## src/hdl/servo_seq_consts.vh

```
`ifndef SERVO_SEQ_CONSTS_VH
`define SERVO_SEQ_CONSTS_VH
// Register byte offsets
`define REG_CTRL        8'h00
`define REG_STATUS      8'h04
`define REG_WAIT        8'h08
`define REG_RUN_DLY     8'h0c
`define REG_STALL_DLY   8'h10
`define REG_REL_SPD     8'h14
`define REG_STOP_TIME   8'h18
`define REG_CLR_TIME    8'h1c
`define REG_SPEED       8'h20
// Control fields
`define CTRL_ALM_SEQ    1:0
`define CTRL_OFF_SEQ    3:2
`define CTRL_DEC_SEQ    4
`define CTRL_RST        32'h0000_0000
// Reset values of settings (ms, except REL_SPD_RST in r/min)
`define WAIT_MS_RST     16'd1500
`define RUN_DLY_RST     16'd500
`define STALL_DLY_RST   16'd0
`define REL_SPD_RST     16'd30
`define STOP_TIME_RST   16'd500
`define CLR_TIME_RST    16'd120
// Timing
`define CLK_MHZ         200
`define MS_CYCLES       (`CLK_MHZ * 1000)
`define ON_SPEED_RPM    16'd30
`define STOP_SPEED_RPM  16'd1
`endif

```

## src/hdl/servo_enable_brake_sequencer.v

```verilog
// Operation
// [RL1] Refuse commands during power-up term
// [RL2] Ready needs init done and main power
// [RL3] Protection active about 1.5 s after init
// [RL4] Protection delay set by wait time
// [RL5] Servo-on status means enable accepted only
// [RL6] Running brake delay ends early at low speed
// [RL7] Alarm at stall: brake delay zero
// [RL8] Alarm drives dynamic brake per sequence
// [RL9] Long running delay waits for off state
// [RL10] Host advised: running delay equals stop time
// [RL11] Alarm clear held for recognition time
// [RL12] Standstill servo-off uses stall brake delay
// [RL13] Servo-off dynamic brake per sequence setting
// [RL14] Servo-on waits until speed below 30 r/min
// [RL15] Reassert while decelerating waits for stop
// [RL16] Decel energization per servo-off decel setting
// [RL17] Brake output drops at delay end
// [RL18] Host stops motor before servo-off normally
//
// The AXI4-Lite slave port and the register offsets were chosen for this implementation.
`timescale 1ns/10ps
`include "servo_seq_consts.vh"
module servo_enable_brake_sequencer #(
  parameter MS_CYCLES = `MS_CYCLES
) (
  // Clock and reset
  input  wire        clk,
  input  wire        rst_n,
  // AXI4-Lite write
  input  wire [7:0]  s_axi_awaddr,
  input  wire        s_axi_awvalid,
  output wire        s_axi_awready,
  input  wire [31:0] s_axi_wdata,
  input  wire [3:0]  s_axi_wstrb,
  input  wire        s_axi_wvalid,
  output wire        s_axi_wready,
  output reg  [1:0]  s_axi_bresp,
  output reg         s_axi_bvalid,
  input  wire        s_axi_bready,
  // AXI4-Lite read
  input  wire [7:0]  s_axi_araddr,
  input  wire        s_axi_arvalid,
  output wire        s_axi_arready,
  output reg  [31:0] s_axi_rdata,
  output reg  [1:0]  s_axi_rresp,
  output reg         s_axi_rvalid,
  input  wire        s_axi_rready,
  // Drive inputs
  input  wire        init_done,
  input  wire        main_power,
  input  wire        servo_enable_input,
  input  wire        alarm_clear_input,
  input  wire        alarm_event,
  input  wire [15:0] motor_speed,
  // Drive outputs
  output reg         servo_ready_output,
  output reg         servo_on_status_output,
  output reg         brake_release_output,
  output reg         motor_energized,
  output reg         dynamic_brake,
  output reg         protect_active,
  output reg         cmd_accept,
  output reg         alarm_active
);

  localparam ST_OFF   = 3'd0;
  localparam ST_ON    = 3'd1;
  localparam ST_BRAKE = 3'd2;
  localparam ST_DECEL = 3'd3;
  localparam ST_ALARM = 3'd4;

  reg [31:0] ctrl_q;
  reg [15:0] wait_q;
  reg [15:0] run_dly_q;
  reg [15:0] stall_dly_q;
  reg [15:0] rel_spd_q;
  reg [15:0] stop_time_q;
  reg [15:0] clr_time_q;
  reg [2:0]  state_q;
  reg [2:0]  state_d;
  reg [17:0] pre_q;
  reg        ms_tick;
  reg [15:0] up_ms_q;
  reg [15:0] dly_ms_q;
  reg [15:0] dly_lim_q;
  reg        dly_early_q;
  reg        dly_run_q;
  reg [15:0] clr_ms_q;
  reg        clr_done_q;
  reg        brk_wait_off_q;

  reg        aw_have_q;
  reg        w_have_q;
  reg [7:0]  aw_addr_q;
  reg [31:0] w_data_q;
  reg [3:0]  w_strb_q;

  wire stalled = motor_speed < `STOP_SPEED_RPM;
  wire slow    = motor_speed < `ON_SPEED_RPM;
  wire dly_end = (dly_ms_q >= dly_lim_q) || dly_early_q;

  // Merge byte lanes into a 16-bit setting
  function [15:0] wr16;
    input [15:0] old;
    input [31:0] d;
    input [3:0]  s;
    begin
      wr16 = {s[1] ? d[15:8] : old[15:8], s[0] ? d[7:0] : old[7:0]};
    end
  endfunction

  // AXI write: address and data taken in either order
  assign s_axi_awready = !aw_have_q && !s_axi_bvalid;
  assign s_axi_wready  = !w_have_q && !s_axi_bvalid;
  assign s_axi_arready = !s_axi_rvalid;
  wire do_wr = aw_have_q && w_have_q && !s_axi_bvalid;

  always @(posedge clk or negedge rst_n) begin
    if (!rst_n) begin
      aw_have_q    <= 1'b0;
      w_have_q     <= 1'b0;
      aw_addr_q    <= 8'h00;
      w_data_q     <= 32'h0000_0000;
      w_strb_q     <= 4'h0;
      s_axi_bvalid <= 1'b0;
      s_axi_bresp  <= 2'b00;
      ctrl_q       <= `CTRL_RST;
      wait_q       <= `WAIT_MS_RST;
      run_dly_q    <= `RUN_DLY_RST;
      stall_dly_q  <= `STALL_DLY_RST;
      rel_spd_q    <= `REL_SPD_RST;
      stop_time_q  <= `STOP_TIME_RST;
      clr_time_q   <= `CLR_TIME_RST;
    end else begin
      if (s_axi_awvalid && s_axi_awready) begin
        aw_have_q <= 1'b1;
        aw_addr_q <= s_axi_awaddr;
      end
      if (s_axi_wvalid && s_axi_wready) begin
        w_have_q <= 1'b1;
        w_data_q <= s_axi_wdata;
        w_strb_q <= s_axi_wstrb;
      end
      if (s_axi_bvalid && s_axi_bready) begin
        s_axi_bvalid <= 1'b0;
      end
      if (do_wr) begin
        aw_have_q    <= 1'b0;
        w_have_q     <= 1'b0;
        s_axi_bvalid <= 1'b1;
        s_axi_bresp  <= 2'b00;
        case (aw_addr_q)
          `REG_CTRL: begin
            if (w_strb_q[0]) begin
              ctrl_q[7:0] <= w_data_q[7:0];
            end
          end
          `REG_WAIT:      wait_q      <= wr16(wait_q, w_data_q, w_strb_q);
          `REG_RUN_DLY:   run_dly_q   <= wr16(run_dly_q, w_data_q, w_strb_q);
          `REG_STALL_DLY: stall_dly_q <= wr16(stall_dly_q, w_data_q, w_strb_q);
          `REG_REL_SPD:   rel_spd_q   <= wr16(rel_spd_q, w_data_q, w_strb_q);
          `REG_STOP_TIME: stop_time_q <= wr16(stop_time_q, w_data_q, w_strb_q);
          `REG_CLR_TIME:  clr_time_q  <= wr16(clr_time_q, w_data_q, w_strb_q);
          `REG_STATUS, `REG_SPEED: s_axi_bresp <= 2'b00;
          default:        s_axi_bresp <= 2'b10;
        endcase
      end
    end
  end

  // AXI read
  always @(posedge clk or negedge rst_n) begin
    if (!rst_n) begin
      s_axi_rvalid <= 1'b0;
      s_axi_rdata  <= 32'h0000_0000;
      s_axi_rresp  <= 2'b00;
    end else if (s_axi_arvalid && s_axi_arready) begin
      s_axi_rvalid <= 1'b1;
      s_axi_rresp  <= 2'b00;
      case (s_axi_araddr)
        `REG_CTRL:      s_axi_rdata <= {24'h000000, ctrl_q[7:0]};
        `REG_STATUS:    s_axi_rdata <= {21'h000000, state_q, alarm_active, cmd_accept,
                                        protect_active, dynamic_brake, motor_energized,
                                        brake_release_output, servo_on_status_output,
                                        servo_ready_output};
        `REG_WAIT:      s_axi_rdata <= {16'h0000, wait_q};
        `REG_RUN_DLY:   s_axi_rdata <= {16'h0000, run_dly_q};
        `REG_STALL_DLY: s_axi_rdata <= {16'h0000, stall_dly_q};
        `REG_REL_SPD:   s_axi_rdata <= {16'h0000, rel_spd_q};
        `REG_STOP_TIME: s_axi_rdata <= {16'h0000, stop_time_q};
        `REG_CLR_TIME:  s_axi_rdata <= {16'h0000, clr_time_q};
        `REG_SPEED:     s_axi_rdata <= {16'h0000, motor_speed};
        default: begin
          s_axi_rdata <= 32'h0000_0000;
          s_axi_rresp <= 2'b10;
        end
      endcase
    end else if (s_axi_rvalid && s_axi_rready) begin
      s_axi_rvalid <= 1'b0;
    end
  end

  // Millisecond timebase shared by all delays
  always @(posedge clk or negedge rst_n) begin
    if (!rst_n) begin
      pre_q   <= 18'd0;
      ms_tick <= 1'b0;
    end else begin
      ms_tick <= (pre_q == MS_CYCLES[17:0] - 18'd1);
      pre_q   <= (pre_q == MS_CYCLES[17:0] - 18'd1) ? 18'd0 : pre_q + 18'd1;
    end
  end

  // Power-up term counts from reset release; protection follows the wait setting
  always @(posedge clk or negedge rst_n) begin
    if (!rst_n) begin
      up_ms_q        <= 16'd0;
      protect_active <= 1'b0;
      servo_ready_output <= 1'b0;
    end else begin
      if (ms_tick && !protect_active) begin
        up_ms_q <= up_ms_q + 16'd1;
      end
      if (up_ms_q >= wait_q) begin
        protect_active <= 1'b1; // see [RL3] see [RL4]
      end
      servo_ready_output <= init_done && main_power; // see [RL2]
    end
  end

  // Alarm clear needs the input held for the recognition time
  always @(posedge clk or negedge rst_n) begin
    if (!rst_n) begin
      clr_ms_q   <= 16'd0;
      clr_done_q <= 1'b0;
    end else begin
      clr_done_q <= 1'b0;
      if (!alarm_clear_input) begin
        clr_ms_q <= 16'd0;
      end else if (clr_ms_q >= clr_time_q) begin
        clr_done_q <= 1'b1; // see [RL11]
        clr_ms_q   <= 16'd0;
      end else if (ms_tick) begin
        clr_ms_q <= clr_ms_q + 16'd1;
      end
    end
  end

  // Sequencer
  always @* begin
    state_d = state_q;
    case (state_q)
      ST_OFF: begin
        // Activation also held off until the motor is slow
        if (alarm_event) begin
          state_d = ST_ALARM; // see [RL8]
        end else if (servo_enable_input && protect_active && servo_ready_output && slow) begin
          state_d = ST_ON; // see [RL1] see [RL14]
        end
      end
      ST_ON: begin
        if (alarm_event) begin
          state_d = ST_ALARM;
        end else if (!servo_enable_input) begin
          state_d = ST_BRAKE;
        end
      end
      ST_BRAKE: begin
        if (alarm_event) begin
          state_d = ST_ALARM;
        end else if (dly_end) begin
          state_d = ST_DECEL;
        end
      end
      ST_DECEL: begin
        if (alarm_event) begin
          state_d = ST_ALARM;
        end else if (stalled) begin
          state_d = ST_OFF; // see [RL15]
        end
      end
      ST_ALARM: begin
        // Clearing only lands in off; re-enable goes through the normal entry
        if (clr_done_q && !alarm_event) begin
          state_d = ST_OFF;
        end
      end
      default: state_d = ST_OFF;
    endcase
  end

  always @(posedge clk or negedge rst_n) begin
    if (!rst_n) begin
      state_q        <= ST_OFF;
      dly_run_q      <= 1'b0;
      dly_ms_q       <= 16'd0;
      dly_lim_q      <= 16'd0;
      dly_early_q    <= 1'b0;
      brk_wait_off_q <= 1'b0;
      brake_release_output <= 1'b0;
    end else begin
      state_q <= state_d;
      if (ms_tick) begin
        dly_ms_q <= dly_ms_q + 16'd1;
      end
      // Speed cut-off only ends a delay begun in motion, else the stall delay is lost
      if (dly_run_q && (motor_speed < rel_spd_q)) begin
        dly_early_q <= 1'b1; // see [RL6]
      end
      if (state_q == ST_ON) begin
        brake_release_output <= 1'b1;
        dly_ms_q       <= 16'd0;
        dly_early_q    <= 1'b0;
        brk_wait_off_q <= 1'b0;
        dly_run_q      <= !stalled; // see [RL12]
        if (state_d == ST_BRAKE) begin
          dly_lim_q   <= stalled ? stall_dly_q : run_dly_q; // see [RL12] see [RL6]
        end else if (state_d == ST_ALARM) begin
          dly_lim_q      <= stalled ? 16'd0 : run_dly_q; // see [RL7]
          brk_wait_off_q <= !stalled && (run_dly_q > stop_time_q); // see [RL9]
        end
      end else if (state_q == ST_ALARM && state_d == ST_OFF) begin
        brake_release_output <= 1'b0;
      end else if ((state_q == ST_BRAKE || state_q == ST_ALARM) && !brk_wait_off_q && dly_end) begin
        brake_release_output <= 1'b0; // see [RL17] see [RL9]
      end else if (state_q == ST_DECEL || state_q == ST_OFF) begin
        brake_release_output <= 1'b0;
      end
    end
  end

  // Outputs that follow the state
  always @(posedge clk or negedge rst_n) begin
    if (!rst_n) begin
      servo_on_status_output <= 1'b0;
      motor_energized        <= 1'b0;
      dynamic_brake          <= 1'b0;
      cmd_accept             <= 1'b0;
      alarm_active           <= 1'b0;
    end else begin
      servo_on_status_output <= (state_d == ST_ON); // see [RL5]
      cmd_accept   <= (state_d == ST_ON) && protect_active; // see [RL1]
      alarm_active <= (state_d == ST_ALARM);
      case (state_d)
        ST_ON: begin
          motor_energized <= 1'b1;
          dynamic_brake   <= 1'b0;
        end
        ST_BRAKE, ST_DECEL: begin
          motor_energized <= ctrl_q[`CTRL_DEC_SEQ]; // see [RL16]
          dynamic_brake   <= (state_d == ST_DECEL) ? ctrl_q[2] : ctrl_q[3]; // see [RL13]
        end
        ST_ALARM: begin
          motor_energized <= 1'b0;
          dynamic_brake   <= |ctrl_q[`CTRL_ALM_SEQ]; // see [RL8]
        end
        default: begin
          motor_energized <= 1'b0;
          dynamic_brake   <= ctrl_q[2];
        end
      endcase
    end
  end

endmodule

```

## config.mk

```make
export PLATFORM = sky130hd
export DESIGN_NAME = servo_enable_brake_sequencer
export DESIGN_NICKNAME = d
export VERILOG_FILES = /design/src/hdl/servo_enable_brake_sequencer.v
export VERILOG_INCLUDE_DIRS = /design/src /design/src/hdl
export SDC_FILE = /design/constraint.sdc
export NUM_CORES = 1
export LEC_CHECK = 0
export ABC_AREA = 1
export BUFFER_PORTS_ARGS = -buffer_cell sky130_fd_sc_hd__buf_2
export CORE_MARGIN = 5
export CORE_UTILIZATION = 65
export CTS_CLUSTER_SIZE = 10
export DETAILED_ROUTE_END_ITERATION = 16
export PLACE_DENSITY_LB_ADDON = 0.25
export SLEW_MARGIN = 0
export SYNTH_ARGS = -nofsm -noshare
export SYNTH_HDL_FRONTEND = slang
export SYNTH_SLANG_ARGS = --single-unit
```

## constraint.sdc

```tcl
create_clock -name clk -period 4.75 [get_ports clk]
set_clock_uncertainty 0.1 [all_clocks]
set_input_delay 0.95 -clock clk [delete_from_list [all_inputs] [get_ports clk]]
set_output_delay 0.95 -clock clk [all_outputs]
set_load 0.02 [all_outputs]
```

Yosys cells after proc, flatten, opt, wreduce, memory -nomap -nowiden --
Cells that the tools add are included.
Storage, ports and cells: logic and storage cells 185, input bits 80, output and inout port bits 49, bits in registers 268
Cells by class: eq/ne operators 26, add/subtract/negate cells 4, magnitude comparators 7, muxes and demuxes 44, reductions and logical operators 62
Operators by type and width (number):
- 16-bit two-way mux | 9
- 16-bit case mux with 9 select lines | 1
- 8-bit by 5-bit equality test with 1-bit output (second input constant) | 8
- 16-bit by 1-bit adder with 16-bit output (second input constant) | 3
- 16-bit >= comparator | 3
- 3-bit AND reduction | 13
- 8-bit by 4-bit equality test with 1-bit output (second input constant) | 4
- 3-bit two-way mux | 9
- 1-bit logical AND | 21
- 1-bit two-way mux | 19
- 18-bit by 1-bit adder with 18-bit output (second input constant) | 1
- 18-bit equality test (second input constant) | 1
- 18-bit two-way mux | 1
- 9-bit OR reduction | 2
- 8-bit by 3-bit equality test with 1-bit output (second input constant) | 2
- 8-bit by 6-bit equality test with 1-bit output (second input constant) | 2
- 16-bit greater-than comparator | 1
- 8-bit logical NOT | 2
- 16-bit by 1-bit < comparator with 1-bit output (second input constant) | 1
- 16-bit < comparator | 1
- 16-bit by 5-bit < comparator with 1-bit output (second input constant) | 1
- 3-bit case mux with 5 select lines | 1
- 2-bit nonzero test | 7
- 3-bit by 2-bit equality test with 1-bit output (second input constant) | 4
- 12 further kinds | 26

Longest topological paths before layout --
word-level depth 10, depth in mapped cells 20, mapped depth without buffers 19

Worst setup path before layout --
OpenSTA, ideal clock, no wires.
kind input-to-reg, from input port motor_speed[13], to register dly_lim_q[10], buffers on the path 1, path slack 2.285 ns, cell stages on the path 15, arrival time 2.248 ns, data required time 4.534 ns, library setup time 0.116 ns, cell sequence nor2_1 > nand2_1 > nor2_2 > nand2_2 > o21ai_2 > o21ai_1 > nand2_1 > inv_2 > nand2_4 > nand3_4 > nand2_1 > nand2_2 > buf_2 > nand2_1 > nand2_1
On the way: word-level cells in the longest chain between the ends 8, elaborated cells on any way between the ends 16, those cells by class order compare (2); eq/ne (2); mux (9); reduce/logical (3)
RTL lines:
- from (decl) | RTL line servo_enable_brake_sequencer.v:55 | input wire [15:0] motor_speed,
- 16-bit by 5-bit < comparator with 1-bit output (no line)
- 1-bit logical AND | RTL line servo_enable_brake_sequencer.v:258 | end else if (servo_enable_input && protect_active && servo_ready_output && slow) begin
- 3-bit two-way mux | RTL line servo_enable_brake_sequencer.v:258
- 3-bit two-way mux | RTL line servo_enable_brake_sequencer.v:256 | if (alarm_event) begin
- 3-bit case mux with 5 select lines | RTL line servo_enable_brake_sequencer.v:253 | case (state_q)
- 3-bit by 2-bit equality test with 1-bit output / 3-bit equality test (equally long branches) | RTL line servo_enable_brake_sequencer.v:317, servo_enable_brake_sequencer.v:319
- 2-bit nonzero test (no line)
- 2-bit AND reduction (no line)
- to (signal assigned) | RTL line servo_enable_brake_sequencer.v:318 | dly_lim_q <= stalled ? stall_dly_q : run_dly_q;
- to (signal assigned) | RTL line servo_enable_brake_sequencer.v:320 | dly_lim_q <= stalled ? 16'd0 : run_dly_q;
- to (decl) | RTL line servo_enable_brake_sequencer.v:86 | reg [15:0] dly_lim_q;
Parallel ways exist; a longest one is shown, timed or not. The select of a mux whose other input is x is not followed. A chain may end at the register's enable or synchronous reset.

Final worst setup path --
from input port motor_speed[9], to register dly_lim_q[4]
Same word-level chain as after synthesis.

==> metrics <==
CTS sink cnt 250; standard cell with the maximum stage delay on the critical path sky130_fd_sc_hd__a21oi_2; Max Freq 306 MHz; count of nets after finishing between 1500 and 2000; Hold Violations, Final 0; worst-skew pair later-pin latency ~0.55 ns; type of origin of the critical path primary input; count of unique library cells instantiated by Yosys 47; half-perimeter wire length after detailed placement 26.2 mm; unrepaired setup endpoints after global routing no; Yosys Warn Count 0; relative max-transition margin 0.251; initial cell density of the core 0.661; sort of element at the end of the critical path flop; power spent charging and discharging nets roughly 2.3 mW; most area-hungry cell type in the Yosys netlist sky130_fd_sc_hd__dfrtp_1; run status finished, final reports clean; # setup viols final 0; most frequent cell after synthesis sky130_fd_sc_hd__nand2_1; sequential power share 0.431; clock tree from TritonCTS done; flip-flop cell with the highest count after synthesis sky130_fd_sc_hd__dfrtp_1; cell internal pwr 4.32 mW; Comb power frac 0.269; Worst VDD drop 0.378 mV; final wirelength between 30 and 40 mm; cell area after synthesis 0.0134 mm²; portion of the post-synthesis area used by sequential elements 0.470; layout cells sized above 1 0.118; top fanout value on the critical path 34; Port Buf Inserts 92; area after detailed placement 0.0140 mm²; mean cell area of the mapped netlist 8.26 µm²; area of the die 0.0236 mm²; CTS H-tree depth 1; final design area excluding fillers 0.0149 mm²; clock root buffer master sky130_fd_sc_hd__clkbuf_16; total number of vias 11500; post-detailed-route via-to-cell ratio 5.75; Tightest Hold Check Type in2async; final worst-path cycle share 0.687; area share of the largest cell type after synthesis 0.417; initial DRC count approximately 970; die width between 150 and 200 µm; power per standard cell area 447 mW/mm²; slew of the pin with the lowest slew margin ~1.1 ns; chain of cells forming the critical path buf_2 > nor2_1 > nand2_1 > nor2_2 > nand2_2 > o21ai_2 > a21oi_2 > nand3_4 > a21oi_4 > nand2_1 > nand2_1; worst-case clock buffer depth 3; kind of critical path in2reg; largest cells by area after synthesis sky130_fd_sc_hd__dfrtp_1 (42%), sky130_fd_sc_hd__nand2_1 (10%), sky130_fd_sc_hd__ha_1 (7.8%); Detail Route Antenna Nets 0; vias in the first global route ~11000; clock input transition at the sequential cells of the worst setup and hold paths 0.06 ns; floorplan row count 52; grt ovf 0; Core Box Area 0.0202 mm²; data arrival time of the critical path roughly 3.6 ns; Clk network pwr share 0.300; Die Y-Extent approximately 150 µm; gate count after technology mapping 1620; Largest stage delay, worst path 0.90 ns; switching part of the total power 0.349; routed length per placed instance 17.7 µm; count of cells along the worst register-to-register path 11; area growth from synthesis to layout 11.0%; max-cap violation count 0; leading cell types by count after synthesis sky130_fd_sc_hd__nand2_1 (361), sky130_fd_sc_hd__dfrtp_1 (223), sky130_fd_sc_hd__inv_1 (202); post_cts resized 0; drt first pass iters 6; routability congestion estimate roughly 0.98; n_diodes 0; number of hold buffers added after CTS 0; number of register bits inferred by synthesis 250; fin. max-slew vios 0; total clock buffers created by CTS 29; Remaining DRCs 0; first-pass GRT wire length 57.3 mm; share of async-settable or async-resettable flops after synthesis 1.00; overall routing resource usage 0.297; final worst path period need 3.26 ns; most repeated library cell on the critical path sky130_fd_sc_hd__nand2_1; number of flops mapped to enable cells by yosys 0; Post-CTS Setup Repair Bufs 0; maximum number of pins on one net before global-route repair 118; antenna violations before repair 0; static leakage 7.27 nW; setup tns final 0 ns; required arrival time at the worst endpoint 5.13 ns; io pins ~130
==> stage by stage <==
stage               total power, mW  setup slack, ns  cells  utilization  hold WS [ns]
floorplan                      3.99             2.29   1637            -         0.333
global placement               4.54             1.17   1948        0.693         0.346
detailed placement             4.62             1.01   1948        0.693         0.360
CTS                            6.62             1.57   2001        0.734         0.372
global route                   7.01             1.25   2001        0.734         0.393
finish                         6.63             1.49   2001        0.734         0.365
==> kinds of logic after synthesis <==
family,synth area share
flops,0.470
simple gates,0.206
fa+ha+maj,0.0776
other cells,0.000280
buf+inv,0.0849
xor+xnor,0.0216
mux,0.00421
compound gates,0.136
==> path summary, 6_finish.rpt <==
check | start | slack [ns] | end
hold reg to reg | pre_q[0]$_DFF_PN0_ | 0.37 | pre_q[0]$_DFF_PN0_
max in group asynchronous | rst_n | 3.21 | clr_ms_q[15]$_DFFE_PN0P_
setup reg to reg | state_q[0]$_DFF_PN0_ | 1.56 | dly_lim_q[4]$_DFFE_PN0P_
min in group clk | pre_q[0]$_DFF_PN0_ | 0.37 | pre_q[0]$_DFF_PN0_
setup / recovery | motor_speed[9] | 1.49 | dly_lim_q[4]$_DFFE_PN0P_
hold / removal | rst_n | 0.37 | pre_q[14]$_DFF_PN0_
==> layer usage <==
layer / share of wire / vias up / track usage
li1: - / 5492 / -
met5: 0 / - / 0
met3: 0.079 / 102 / 0.0495
met4: 0.042 / 0 / 0.105
met2: 0.46 / 488 / 0.480
met1: 0.42 / 5420 / 0.409
==> final cells by class <==
type                       instances  area, µm²
clock buffer                      51        818
clock inverter                     2       16.3
sequential                       250       6290
inverter                         220        826
tap                              270        338
timing repair buffer             100        543
fill                            1552       5380
multi-input combinational       1108       6020
==> cell usage in the layout (no fill, tap or decap), types with 5 or more instances in the layout <==
cell type,n
sky130_fd_sc_hd__nand2_1,361
sky130_fd_sc_hd__dfrtp_1,223
sky130_fd_sc_hd__inv_1,202
sky130_fd_sc_hd__nor2_1,134
sky130_fd_sc_hd__o21ai_0,126
sky130_fd_sc_hd__a21oi_1,93
sky130_fd_sc_hd__buf_2,91
sky130_fd_sc_hd__ha_1,83
sky130_fd_sc_hd__nand3_1,59
sky130_fd_sc_hd__nand4_1,33
sky130_fd_sc_hd__clkbuf_16,29
sky130_fd_sc_hd__dfstp_2,27
sky130_fd_sc_hd__nor3_1,26
sky130_fd_sc_hd__o22ai_1,25
sky130_fd_sc_hd__o21ai_1,23
sky130_fd_sc_hd__xor2_1,22
sky130_fd_sc_hd__clkbuf_1,21
sky130_fd_sc_hd__conb_1,18
sky130_fd_sc_hd__inv_2,16
sky130_fd_sc_hd__a31oi_1,16
sky130_fd_sc_hd__xnor2_1,11
sky130_fd_sc_hd__a221oi_1,10
sky130_fd_sc_hd__o211ai_1,9
sky130_fd_sc_hd__nor3_2,8
sky130_fd_sc_hd__a21o_1,8
sky130_fd_sc_hd__buf_4,7
sky130_fd_sc_hd__nor2_2,5
sky130_fd_sc_hd__nor3b_1,5
sky130_fd_sc_hd__mux2_2,5
sky130_fd_sc_hd__a211oi_1,5
==> power groups by stage <==
stage	Sequential (mW)	Combinational, mW	Clock, mW
floorplan	2.81	1.18	0
global placement	2.86	1.68	0
detailed placement	2.88	1.74	0
CTS	2.84	1.76	2.01
global route	2.90	2.00	2.11
finish	2.86	1.78	1.99
==> registers in the layout, indices dropped and copies added (netlist names), 2 cells and up <==
| signal | flops |
|---|---|
| dly_ms_q | 16 |
| aw_addr_q | 8 |
| clr_ms_q | 16 |
| stop_time_q | 16 |
| clr_time_q | 16 |
| s_axi_rdata | 16 |
| ctrl_q | 8 |
| state_q | 3 |
| stall_dly_q | 16 |
| rel_spd_q | 16 |
| w_strb_q | 2 |
| w_data_q | 16 |
| run_dly_q | 16 |
| dly_lim_q | 16 |
| up_ms_q | 16 |
| wait_q | 16 |
| pre_q | 18 |
==> critical path: cells and delay by family <==
| kind | cells | cell delay, ns |
|---|---|---|
| compound gates | 3 | 1.47 |
| simple gates | 7 | 1.07 |
| buf+inv | 1 | 0.14 |
Power figures use the tool's default switching activity.
